[src/rtl/cipc_defines.vh]
// Register offsets, field positions, reset values and gain constants for the input path control
`ifndef CIPC_DEFINES_VH
`define CIPC_DEFINES_VH

// ----------------------------------------------------------------------------
// Register addresses (7-bit control word address)
// ----------------------------------------------------------------------------
`define CIPC_ADDR_W            7
`define CIPC_DATA_W            9
`define CIPC_ADDR_LEFT_LINE    7'h00
`define CIPC_ADDR_RIGHT_LINE   7'h01
`define CIPC_ADDR_MIC_PATH     7'h04

// ----------------------------------------------------------------------------
// Field positions
// ----------------------------------------------------------------------------
`define CIPC_GAIN_W            5
`define CIPC_GAIN_MSB          4
`define CIPC_GAIN_LSB          0
`define CIPC_SILENCE_BIT       7
`define CIPC_COPY_BIT          8
`define CIPC_MIC_BOOST_BIT     0
`define CIPC_MIC_SILENCE_BIT   1

// ----------------------------------------------------------------------------
// Reset values
// ----------------------------------------------------------------------------
`define CIPC_GAIN_RESET        5'h17
`define CIPC_SILENCE_RESET     1'h1
`define CIPC_COPY_RESET        1'h0
`define CIPC_MIC_BOOST_RESET   1'h0
`define CIPC_MIC_SILENCE_RESET 1'h1

// ----------------------------------------------------------------------------
// Gain arithmetic in half-dB units (signed 8 bit)
// ----------------------------------------------------------------------------
`define CIPC_HDB_W             8
`define CIPC_LINE_OFFSET_HDB   8'h45
`define CIPC_LINE_HDB_RESET    8'h00
`define CIPC_MIC_BOOST_HDB     8'h28
`define CIPC_MIC_FLAT_HDB      8'h00

`endif

[src/rtl/cipc_gain_map.v]
// Line-input gain code to signed half-dB converter, registered
`timescale 1ns/1ps
`default_nettype none
`include "cipc_defines.vh"

module cipc_gain_map
(
   // Clock and reset
   input  wire                        clk,
   input  wire                        rst_n,
   // Gain code in, half-dB gain out
   input  wire [`CIPC_GAIN_W-1:0]     gain_code,
   output reg  [`CIPC_HDB_W-1:0]      gain_hdb
);

   // ----------------------------------------------------------------------------
   // Mapping: code*3 half-dB minus 69, so 11111 is +24 (+12 dB), 00000 is -69
   // ----------------------------------------------------------------------------
   wire [`CIPC_HDB_W-1:0] next_gain_hdb;

   // Times three as code plus twice code, then remove the bottom offset
   assign next_gain_hdb = ({3'h0, gain_code} + {2'h0, gain_code, 1'b0})
                          - `CIPC_LINE_OFFSET_HDB;

   // Output register
   always @(posedge clk or negedge rst_n)
   begin
      if (!rst_n)
         gain_hdb <= `CIPC_LINE_HDB_RESET;
      else
         gain_hdb <= next_gain_hdb;
   end

endmodule // cipc_gain_map
`default_nettype wire

[src/rtl/cipc_input_path.v]
// Record-input control registers: line gains, line silences, copy loads, mic boost and silence
`timescale 1ns/1ps
`default_nettype none
`include "cipc_defines.vh"

module cipc_input_path
(
   // Clock and reset
   input  wire                        clk,
   input  wire                        rst_n,
   // Completed control writes from the serial control port
   input  wire                        wr_strobe,
   input  wire [`CIPC_ADDR_W-1:0]     wr_addr,
   input  wire [`CIPC_DATA_W-1:0]     wr_data,
   // Register readback
   input  wire [`CIPC_ADDR_W-1:0]     rd_addr,
   output reg  [`CIPC_DATA_W-1:0]     rd_data,
   // Line input settings
   output reg  [`CIPC_GAIN_W-1:0]     left_line_gain,
   output reg  [`CIPC_GAIN_W-1:0]     right_line_gain,
   output reg                         left_line_adc_silence,
   output reg                         right_line_adc_silence,
   output wire [`CIPC_HDB_W-1:0]      left_line_gain_hdb,
   output wire [`CIPC_HDB_W-1:0]      right_line_gain_hdb,
   // ADC feed enables (bypass path is never gated here)
   output reg                         left_line_adc_feed,
   output reg                         right_line_adc_feed,
   output reg                         mic_adc_feed,
   // Microphone settings
   output reg                         mic_extra_gain,
   output reg                         mic_adc_silence,
   output reg  [`CIPC_HDB_W-1:0]      mic_stage2_hdb
);

   // ----------------------------------------------------------------------------
   // Write decode
   // ----------------------------------------------------------------------------
   reg                       left_to_right_copy;
   reg                       right_to_left_copy;
   wire                      wr_left;
   wire                      wr_right;
   wire                      wr_mic;
   wire                      copy_req;
   wire [`CIPC_GAIN_W-1:0]   wr_gain;
   wire                      wr_silence;

   // Address match for each register; any other address is dropped
   // One strobe carries one address, so a channel's own write and a copy
   // load from the other channel can never land in the same clock
   assign wr_left    = wr_strobe && (wr_addr == `CIPC_ADDR_LEFT_LINE);
   assign wr_right   = wr_strobe && (wr_addr == `CIPC_ADDR_RIGHT_LINE);
   assign wr_mic     = wr_strobe && (wr_addr == `CIPC_ADDR_MIC_PATH);
   assign copy_req   = wr_data[`CIPC_COPY_BIT];
   assign wr_gain    = wr_data[`CIPC_GAIN_MSB:`CIPC_GAIN_LSB];
   assign wr_silence = wr_data[`CIPC_SILENCE_BIT];

   // ----------------------------------------------------------------------------
   // Left line register
   // ----------------------------------------------------------------------------
   // Loaded by its own write, or by a right write with the copy bit set
   always @(posedge clk or negedge rst_n)
   begin
      if (!rst_n)
      begin
         left_line_gain        <= `CIPC_GAIN_RESET;
         left_line_adc_silence <= `CIPC_SILENCE_RESET;
         left_to_right_copy    <= `CIPC_COPY_RESET;
      end
      else if (wr_left)
      begin
         left_line_gain        <= wr_gain;
         left_line_adc_silence <= wr_silence;
         left_to_right_copy    <= copy_req;
      end
      else if (wr_right && copy_req)
      begin
         left_line_gain        <= wr_gain;
         left_line_adc_silence <= wr_silence;
      end
   end

   // ----------------------------------------------------------------------------
   // Right line register
   // ----------------------------------------------------------------------------
   // Loaded by its own write, or by a left write with the copy bit set
   always @(posedge clk or negedge rst_n)
   begin
      if (!rst_n)
      begin
         right_line_gain        <= `CIPC_GAIN_RESET;
         right_line_adc_silence <= `CIPC_SILENCE_RESET;
         right_to_left_copy     <= `CIPC_COPY_RESET;
      end
      else if (wr_right)
      begin
         right_line_gain        <= wr_gain;
         right_line_adc_silence <= wr_silence;
         right_to_left_copy     <= copy_req;
      end
      else if (wr_left && copy_req)
      begin
         right_line_gain        <= wr_gain;
         right_line_adc_silence <= wr_silence;
      end
   end

   // ----------------------------------------------------------------------------
   // Microphone register
   // ----------------------------------------------------------------------------
   // Only boost and silence live here; the other bits of this word are dropped
   // Bypass and sidetone routing stay outside, so silencing here never cuts them
   always @(posedge clk or negedge rst_n)
   begin
      if (!rst_n)
      begin
         mic_extra_gain  <= `CIPC_MIC_BOOST_RESET;
         mic_adc_silence <= `CIPC_MIC_SILENCE_RESET;
      end
      else if (wr_mic)
      begin
         mic_extra_gain  <= wr_data[`CIPC_MIC_BOOST_BIT];
         mic_adc_silence <= wr_data[`CIPC_MIC_SILENCE_BIT];
      end
   end

   // ----------------------------------------------------------------------------
   // Derived analog controls
   // ----------------------------------------------------------------------------
   // ADC feeds follow the silence bits one clock later; bypass and sidetone untouched
   always @(posedge clk or negedge rst_n)
   begin
      if (!rst_n)
      begin
         left_line_adc_feed  <= 1'h0;
         right_line_adc_feed <= 1'h0;
         mic_adc_feed        <= 1'h0;
         mic_stage2_hdb      <= `CIPC_MIC_FLAT_HDB;
      end
      else
      begin
         left_line_adc_feed  <= ~left_line_adc_silence;
         right_line_adc_feed <= ~right_line_adc_silence;
         mic_adc_feed        <= ~mic_adc_silence;
         mic_stage2_hdb      <= mic_extra_gain ? `CIPC_MIC_BOOST_HDB
                                               : `CIPC_MIC_FLAT_HDB;
      end
   end

   // Gain code to half-dB for each line channel
   cipc_gain_map u_left_map
   (
      .clk       (clk),
      .rst_n     (rst_n),
      .gain_code (left_line_gain),
      .gain_hdb  (left_line_gain_hdb)
   );

   cipc_gain_map u_right_map
   (
      .clk       (clk),
      .rst_n     (rst_n),
      .gain_code (right_line_gain),
      .gain_hdb  (right_line_gain_hdb)
   );

   // ----------------------------------------------------------------------------
   // Readback
   // ----------------------------------------------------------------------------
   reg [`CIPC_DATA_W-1:0] next_rd_data;

   // Undefined bits and unmapped addresses read as zero
   always @*
   begin
      next_rd_data = {`CIPC_DATA_W{1'b0}};
      case (rd_addr)
         `CIPC_ADDR_LEFT_LINE:
         begin
            next_rd_data[`CIPC_GAIN_MSB:`CIPC_GAIN_LSB] = left_line_gain;
            next_rd_data[`CIPC_SILENCE_BIT]             = left_line_adc_silence;
            next_rd_data[`CIPC_COPY_BIT]                = left_to_right_copy;
         end
         `CIPC_ADDR_RIGHT_LINE:
         begin
            next_rd_data[`CIPC_GAIN_MSB:`CIPC_GAIN_LSB] = right_line_gain;
            next_rd_data[`CIPC_SILENCE_BIT]             = right_line_adc_silence;
            next_rd_data[`CIPC_COPY_BIT]                = right_to_left_copy;
         end
         `CIPC_ADDR_MIC_PATH:
         begin
            next_rd_data[`CIPC_MIC_BOOST_BIT]   = mic_extra_gain;
            next_rd_data[`CIPC_MIC_SILENCE_BIT] = mic_adc_silence;
         end
         default:
         begin
            next_rd_data = {`CIPC_DATA_W{1'b0}};
         end
      endcase
   end

   // Registered read data; a read in the write's own clock returns the old value
   always @(posedge clk or negedge rst_n)
   begin
      if (!rst_n)
         rd_data <= {`CIPC_DATA_W{1'b0}};
      else
         rd_data <= next_rd_data;
   end

endmodule // cipc_input_path
`default_nettype wire

[config.mk]
export PLATFORM = sky130hd
export DESIGN_NAME = cipc_input_path
export DESIGN_NICKNAME = d
export VERILOG_FILES = /design/src/rtl/cipc_gain_map.v /design/src/rtl/cipc_input_path.v
export VERILOG_INCLUDE_DIRS = /design/src /design/src/rtl
export SDC_FILE = /design/constraint.sdc
export NUM_CORES = 1
export LEC_CHECK = 0
export ABC_AREA = 1
export ABC_CLOCK_PERIOD_IN_PS = 2600
export BUFFER_PORTS_ARGS = -buffer_cell sky130_fd_sc_hd__buf_4
export CAP_MARGIN = 20
export CORE_MARGIN = 4
export CORE_UTILIZATION = 40
export CTS_CLUSTER_DIAMETER = 120
export DETAILED_ROUTE_END_ITERATION = 8
export MAX_ROUTING_LAYER = met4
export PLACE_DENSITY = 0.67
export RECOVER_POWER = 50
export SYNTH_ARGS = -nofsm -noshare
export SYNTH_HDL_FRONTEND = slang
export SYNTH_SLANG_ARGS = --single-unit
export TNS_END_PERCENT = 1
[constraint.sdc]
create_clock -name clk -period 2.6 [get_ports clk]
set_input_delay 0.26 -clock clk [delete_from_list [all_inputs] [get_ports clk]]
set_output_delay 0.26 -clock clk [all_outputs]
set_load 0.005 [all_outputs]
-- Yosys cells after proc, flatten, opt, wreduce, memory -nomap -nowiden
Cells that the tools add are included.
- flip-flop bits (word level): 48
- word-level logic and storage cells: 47
- output and inout bits: 50
- input bits: 26
- reductions and logical operators: 9
- multiplexer cells: 12
- bitwise operators: 3
- add/subtract/negate cells: 4
- equality and inequality tests: 4
- operators by type and width (operator ; count):
    $mux W5 ; 4
    $sub A8 B7 Y8 const B ; 2
    $add A5 B6 Y7 ; 2
    $eq A7 B1 Y1 const B ; 2
    $eq A7 B3 Y1 const B ; 2
    $logic_not A7 Y1 ; 2
    $mux W6 ; 1
    $pmux W2 S3 ; 1
    $pmux W3 S2 ; 1
    $logic_and A1 B1 Y1 ; 5
    $mux W1 ; 4
    $pmux W2 S2 ; 1
    $reduce_bool A2 Y1 ; 2
    $not A1 Y1 ; 3

-- Depth between registers and ports, before layout
Gate-level depths: netlist of run 1.
- depth in word-level cells: 5
- depth in mapped cells: 10

-- Cells and area by module
Synthesis of run 1 repeated with hierarchy kept, for this count alone.
- cells, all modules: 262
- area total of the unflattened synthesis: 2439.8 µm²
- modules (own cells, without submodules) (module ; area an instance (µm²) ; cells an instance ; times used):
    cipc_input_path ; 1361.3 ; 140 ; 1
    cipc_gain_map ; 539.3 ; 61 ; 2

-- Worst setup path before layout of run 1
No wires, ideal clock.
- path kind: flip-flop to flip-flop
- start: register right_line_gain[1]
- end: register u_right_map.gain_hdb[5]
- clock period less this slack: 1879 ps
- buffers on the path: 0
- cell stages (with the launch flop): 7
- path slack: 721 ps
- arrival: 1755 ps
- required time: 2476 ps
- cells stage by stage: dfstp_2 > ha_1 > fa_1 > o21ai_0 > o21a_1 > nand2_1 > xor2_1
- cells in the longest elaborated chain, start to end: 2
- RTL lines (item ; RTL line ; RTL):
    start, declared ; cipc_input_path.v:20 ; output reg [`CIPC_GAIN_W-1:0] right_line_gain,
    start signal, assigned ; cipc_input_path.v:90 ; right_line_gain <= `CIPC_GAIN_RESET;
    start signal, assigned ; cipc_input_path.v:96 ; right_line_gain <= wr_gain;
    start signal, assigned ; cipc_input_path.v:102 ; right_line_gain <= wr_gain;
    $add A5 B6 Y7 ; cipc_gain_map.v:22 ; assign next_gain_hdb = ({3'h0, gain_code} + {2'h0, gain_code, 1'b0})
    $sub A8 B7 Y8 (no source line) ; n/a ;
    net u_right_map.next_gain_hdb[5] ; cipc_gain_map.v:19 ; wire [`CIPC_HDB_W-1:0] next_gain_hdb;
    end signal, assigned ; cipc_gain_map.v:29 ; gain_hdb <= `CIPC_LINE_HDB_RESET;
    end signal, assigned ; cipc_gain_map.v:31 ; gain_hdb <= next_gain_hdb;
    end, declared ; cipc_gain_map.v:13 ; output reg [`CIPC_HDB_W-1:0] gain_hdb
The timed path passes the listed nets, and every way through them passes these cells.
A chain may end at the register's enable or synchronous reset.

-- Worst setup path after layout of run 1
- start: register right_line_gain[0]
- end: register u_right_map.gain_hdb[5]
The elaborated chain is that of the path after synthesis.

==> metrics.cfg, run 1 <==
[detailed_routing]
ant_nets = 0
drcViolationCount = 0
wl_per_cell_microns = 11.5
wirelength_microns = 4610
firstDrtPassIters = 4
vias = 1773
vias_per_cell = 4.44
detail_route.iter0.violations = 70

[setup_path]
r2r_setup_slack_ns = 0.58
r2r-start = right_line_gain[0]
r2r_cells = 6
path_class = reg2reg
critPathLaunchType = register
crit_required_ns = 2.78
arrival_ns = 2.20
r2r_end = u_right_map.gain_hdb[5]
end_kind = register
cp_max_fo = 6

[logic_synthesis]
ys_ff_latch = 43
synthFlopType = dfrtp_1
synth_area_sq_um = 2360
postSynth.asyncResetShare = 1.00
synth.yosys.seq_area_share = 0.462
yosys_warnings = 0
syn_inst = 257
synth_edf_count = 0
yosysUniqueCellTypes = 35
syn_avg_cell_area_sq_um = 9.18

[global_route]
grt_pass1_vias = 1725
grt_pass1_wl_microns = 7990
antenna_found_initial = 0
grt_util_all_layers = 0.143
overflow = 0
grt_max_degree = 44

[floorplan]
die_area_sq_um = 7190
rows = 27
io_pins = 76
fp.coreArea_sq_um = 5610
start_util = 0.421
fp.dieH_microns = 84.8
die_x_microns = 84.8

[pwr]
ir_drop_mv = 0.279
clkPwrFrac = 0.198
p_total_uw = 2060
power.switching_uw = 671
pwr_density_cell_nw_per_um2 = 704
power_frac_comb = 0.365
switching_share = 0.326
seq_power_share = 0.437
p_leak_uw = 0.00155
intPower_uw = 1390

[run_status]
status = finished clean

[final_layout]
layout_common_cells = buf_4 (62), nand2_1 (54), inv_1 (43)
final_area_sq_um = 2920
antennaDiodeCount = 0
drive_above_1_share = 0.294
final_nets = 368
syn_to_final_growth_pct = 23.9
final_common_cell = buf_4

[clock_tree]
ctsResizeCount = 0
cts_sinks = 43
numCtsBuffers = 5
clockBufferDepth = 2
clk_latency_ns = 0.30
clkTransAtPathRegs_ns = 0.08
cts_tree = done
postCtsHoldBufs = 1
cts_root_buffer = clkbuf_8
htreeDepth = 2
post-cts-setup-buffers = 0

[worst_hold_path]
min_from = wr_data[3]
min_path_type = in2reg
hold_path_depth = 3
whs_endpoint = right_line_gain[3]

[sta]
tightest_slew_ns = 1.02
finalCritPeriodShare = 0.779
fin_crit_ns = 2.02
maxSlewHeadroom = 0.319
totalNegativeSetupSlack_ns = 0
skew_ns = 0.00757
slew_violations = 0
fmax_mhz = 494
grt_setup_unrepaired = no
hold_viol_final = 0
setup_viol = 0

[place]
placed_area_sq_um = 2870
post-dp-hpwl_microns = 3660
place.gp.congestion = 0.771
io_buffers = 65

[flow_run]
maxCapViolCount = 0

[worst max-delay path by stage]
| stage | from | to | slack [ns] | depth (start not counted) |
|---|---|---|---|---|
| after floorplan | right_line_gain[1] | u_right_map.gain_hdb[5] | 0.72 | 6 |
| after global placement | right_line_gain[1] | u_right_map.gain_hdb[5] | 0.64 | 6 |
| after detailed placement | right_line_gain[0] | u_right_map.gain_hdb[5] | 0.65 | 6 |
| after CTS | right_line_gain[0] | u_right_map.gain_hdb[5] | 0.63 | 6 |
| after global routing | left_line_gain[0] | u_left_map.gain_hdb[6] | 0.42 | 8 |
| final | right_line_gain[0] | u_right_map.gain_hdb[5] | 0.58 | 6 |
[cell usage after synthesis, drive strengths merged (2+ instances only)]
cell,instances,area share
a21oi,4,0.010
buf,11,0.042
inv,43,0.068
dfrtp,32,0.34
nor2,13,0.026
o21ai,21,0.060
dfstp,11,0.12
nand4,2,0.0053
ha,14,0.074
nand2,59,0.10
nand3,22,0.051
xnor2,6,0.022
o22ai,3,0.0080
xor2,4,0.015
nor4,2,0.012
fa,2,0.017
[critical path: stages (launching register included)]
cell and delay (ns):
dfstp_1 0.64, ha_1 0.25, fa_1 0.48, o21ai_0 0.18, o21a_1 0.17, nand2_1 0.06, xor2_1 0.13
[sequential cells by signal (all words and copies together) (netlist names)]
register,count
left_line_adc_feed,1
left_line_adc_silence,1
left_line_gain,5
left_to_right_copy,1
mic_adc_feed,1
mic_adc_silence,1
mic_extra_gain,1
mic_stage2_hdb,1
rd_data,7
right_line_adc_feed,1
right_line_adc_silence,1
right_line_gain,5
right_to_left_copy,1
u_left_map.gain_hdb,8
u_right_map.gain_hdb,8
[routing by layer]
layer / share of wire / GRT usage
met5: 0 / -
met3: 0.076 / 0.0471
met4: 0.018 / 0.0576
met1: 0.45 / 0.175
met2: 0.46 / 0.219
[power groups by stage]
stage,clock network [uW],logic (uW),registers (uW)
floorplan,0,434,926
global placement,0,756,916
detailed placement,0,766,919
CTS,421,770,906
global route,450,853,923
finish,408,750,899
[layout make-up]
| cell class | instances | area [sq um] |
|---|---|---|
| clock buffers | 7 | 76.3 |
| clock inverters | 1 | 5.00 |
| fillers | 560 | 2680 |
| inverters | 43 | 161 |
| multi-input cells | 167 | 1010 |
| flip-flops and latches | 43 | 1090 |
| well taps | 72 | 90.1 |
| repair buffers | 66 | 492 |
[stage by stage]
step / setup WS, ns / std cells / hold slack (ns) / utilization
global placement: 0.643 / 390 / 0.274 / 0.511
CTS: 0.631 / 399 / 0.164 / 0.527
global route: 0.417 / 399 / 0.164 / 0.521
floorplan: 0.721 / 264 / -0.0356 / -
detailed placement: 0.648 / 390 / 0.280 / 0.511
finish: 0.576 / 399 / 0.171 / 0.521
[logic make-up after synthesis]
kind of cell             synth area share
buffers and inverters               0.110
adder cells (fa/ha/maj)            0.0912
other                             0.00159
XOR/XNOR                           0.0371
AND/OR/NAND/NOR                     0.208
flip-flops                          0.462
AO/OA/AOI/OAI                      0.0901
Note: power is estimated with default switching activity, not from simulation.
==> inputs of run 2 (changes only) <==
- ABC_CLOCK_PERIOD_IN_PS: 2600 -> 1700
- PLACE_DENSITY: 0.67 -> 0.7
- clock period: 2.6 -> 1.7 ns (I/O delays scaled with it)
==> run 2 against run 1 <==
  * The run now ends with negative setup slack left
  * Worst setup slack got worse by 0.60 ns
  * Wire length increased by 9.7%
  * Count of clock-buffer cells in the layout decreased by 1
  * Critical path type unchanged
  * Largest power group is now combinational cells
  * Highest routed layer unchanged
==> metrics.cfg, run 2 (synthesis results as in run 1) <==
[sta]
fin_ws_ns = -0.0199
fin_crit_ns = 1.72
finalCritPeriodShare = 1.01
skew_ns = 0.00410
slew_violations = 0
grt_setup_unrepaired = yes
setup_viol = 4
hold_viol_final = 0
fmax_mhz = 581
maxSlewHeadroom = 0.321
tightest_slew_ns = 1.02

[floorplan]
die_area_sq_um = 7190
start_util = 0.421
io_pins = 76
fp.coreArea_sq_um = 5610
die_x_microns = 84.8
fp.dieH_microns = 84.8
rows = 27

[pwr]
p_leak_uw = 0.00168
pwr_density_cell_nw_per_um2 = 1090
ir_drop_mv = 0.498

[detailed_routing]
firstDrtPassIters = 5
vias_per_cell = 4.53
wl_per_cell_microns = 12.0
drcViolationCount = 0
wirelength_microns = 5050
detail_route.iter0.violations = 93
ant_nets = 0
vias = 1910

[setup_path]
arrival_ns = 1.91
end_kind = register
crit_required_ns = 1.89
cp_max_fo = 3
critPathLaunchType = register
r2r_setup_slack_ns = -0.02
path_class = reg2reg

[final_layout]
layout_common_cells = buf_4 (83), nand2_1 (52), inv_1 (42)
antennaDiodeCount = 0
final_common_cell = buf_4
top_regs = u_left_map.gain_hdb (8), u_right_map.gain_hdb (8), rd_data (7)
final_nets = 391
drive_above_1_share = 0.409
final_area_sq_um = 3220
syn_to_final_growth_pct = 36.3

[clock_tree]
numCtsBuffers = 5
clockBufferDepth = 2
cts_root_buffer = clkbuf_8
htreeDepth = 2
cts_tree = done
clk_latency_ns = 0.30
cts_sinks = 43
clkTransAtPathRegs_ns = 0.08

[global_route]
grt_pass1_wl_microns = 8710
overflow = 0
antenna_found_initial = 0
grt_max_degree = 44
grt_pass1_vias = 2007
grt_util_all_layers = 0.155

[run_status]
violations = negative setup slack
status = finished with violations

[place]
placed_area_sq_um = 3040
place.gp.congestion = 0.784
io_buffers = 65
post-dp-hpwl_microns = 3990
place_ws_ns = -0.0573

[flow_run]
maxCapViolCount = 0

[worst_hold_path]
min_path_type = in2reg

## run 2: final timing paths
check / end / cells after the start / startpoint
worst max-delay path: u_right_map.gain_hdb[5] / 6 / right_line_gain[1]
worst min-delay path: right_line_gain[3] / 3 / wr_data[3]
worst max register to register: u_right_map.gain_hdb[5] / 6 / right_line_gain[1]
worst min register to register: mic_stage2_hdb[3] / 0 / mic_extra_gain
max in group asynchronous: left_line_gain[3] / 2 / rst_n
min in group asynchronous: u_left_map.gain_hdb[7] / 2 / rst_n
## run 2: final cells by class
cell class / count / area [sq um]
clock buffers: 6 / 72.6
clock inverters: 2 / 12.5
fillers: 521 / 2390
inverters: 43 / 161
multi-input cells: 167 / 1110
flip-flops and latches: 43 / 1090
well taps: 72 / 90.1
repair buffers: 89 / 676
## run 2: what timing repair did
item,CTS,global route
gates resized for setup,13,10
hold buffers,1,0
pin swaps,7,10
endpoints found under the setup margin,7,9
endpoints found under the hold margin,32,0
setup buffers,1,2
## run 2: routing by layer
metal | GRT usage | routed length, microns | vias to the layer above
li1 | - | - | 976
met1 | 0.178 | 2120 | 864
met2 | 0.255 | 2500 | 59
met3 | 0.0402 | 329 | 11
met4 | 0.0662 | 103 | 0
met5 | - | 0 | -
## run 2: worst max-delay path: stages (launching register included)
cell     delay, ns
dfstp_2       0.58
ha_4          0.15
fa_2          0.45
o21ai_2       0.10
o21a_1        0.13
nand2_1       0.06
xor2_1        0.14
## run 2: power breakdown
part	leakage [uW]	internal [uW]	switching [uW]
logic	0.00114	813	700
clock network	0.0000412	287	346
registers	0.000499	1260	108
total	0.00168	2360	1150
## run 2: through the flow
stage	util	hold slack, ns	TNS, ns	cells	power, uW
floorplan	-	-0.126	-0.223	264	2110
global placement	0.542	0.187	-0.0382	410	2750
detailed placement	0.542	0.191	-0.173	410	2790
CTS	0.569	0.0693	-0.0377	420	3500
global route	0.574	0.0804	-0.518	422	3800
finish	0.574	0.0784	-0.0473	422	3510
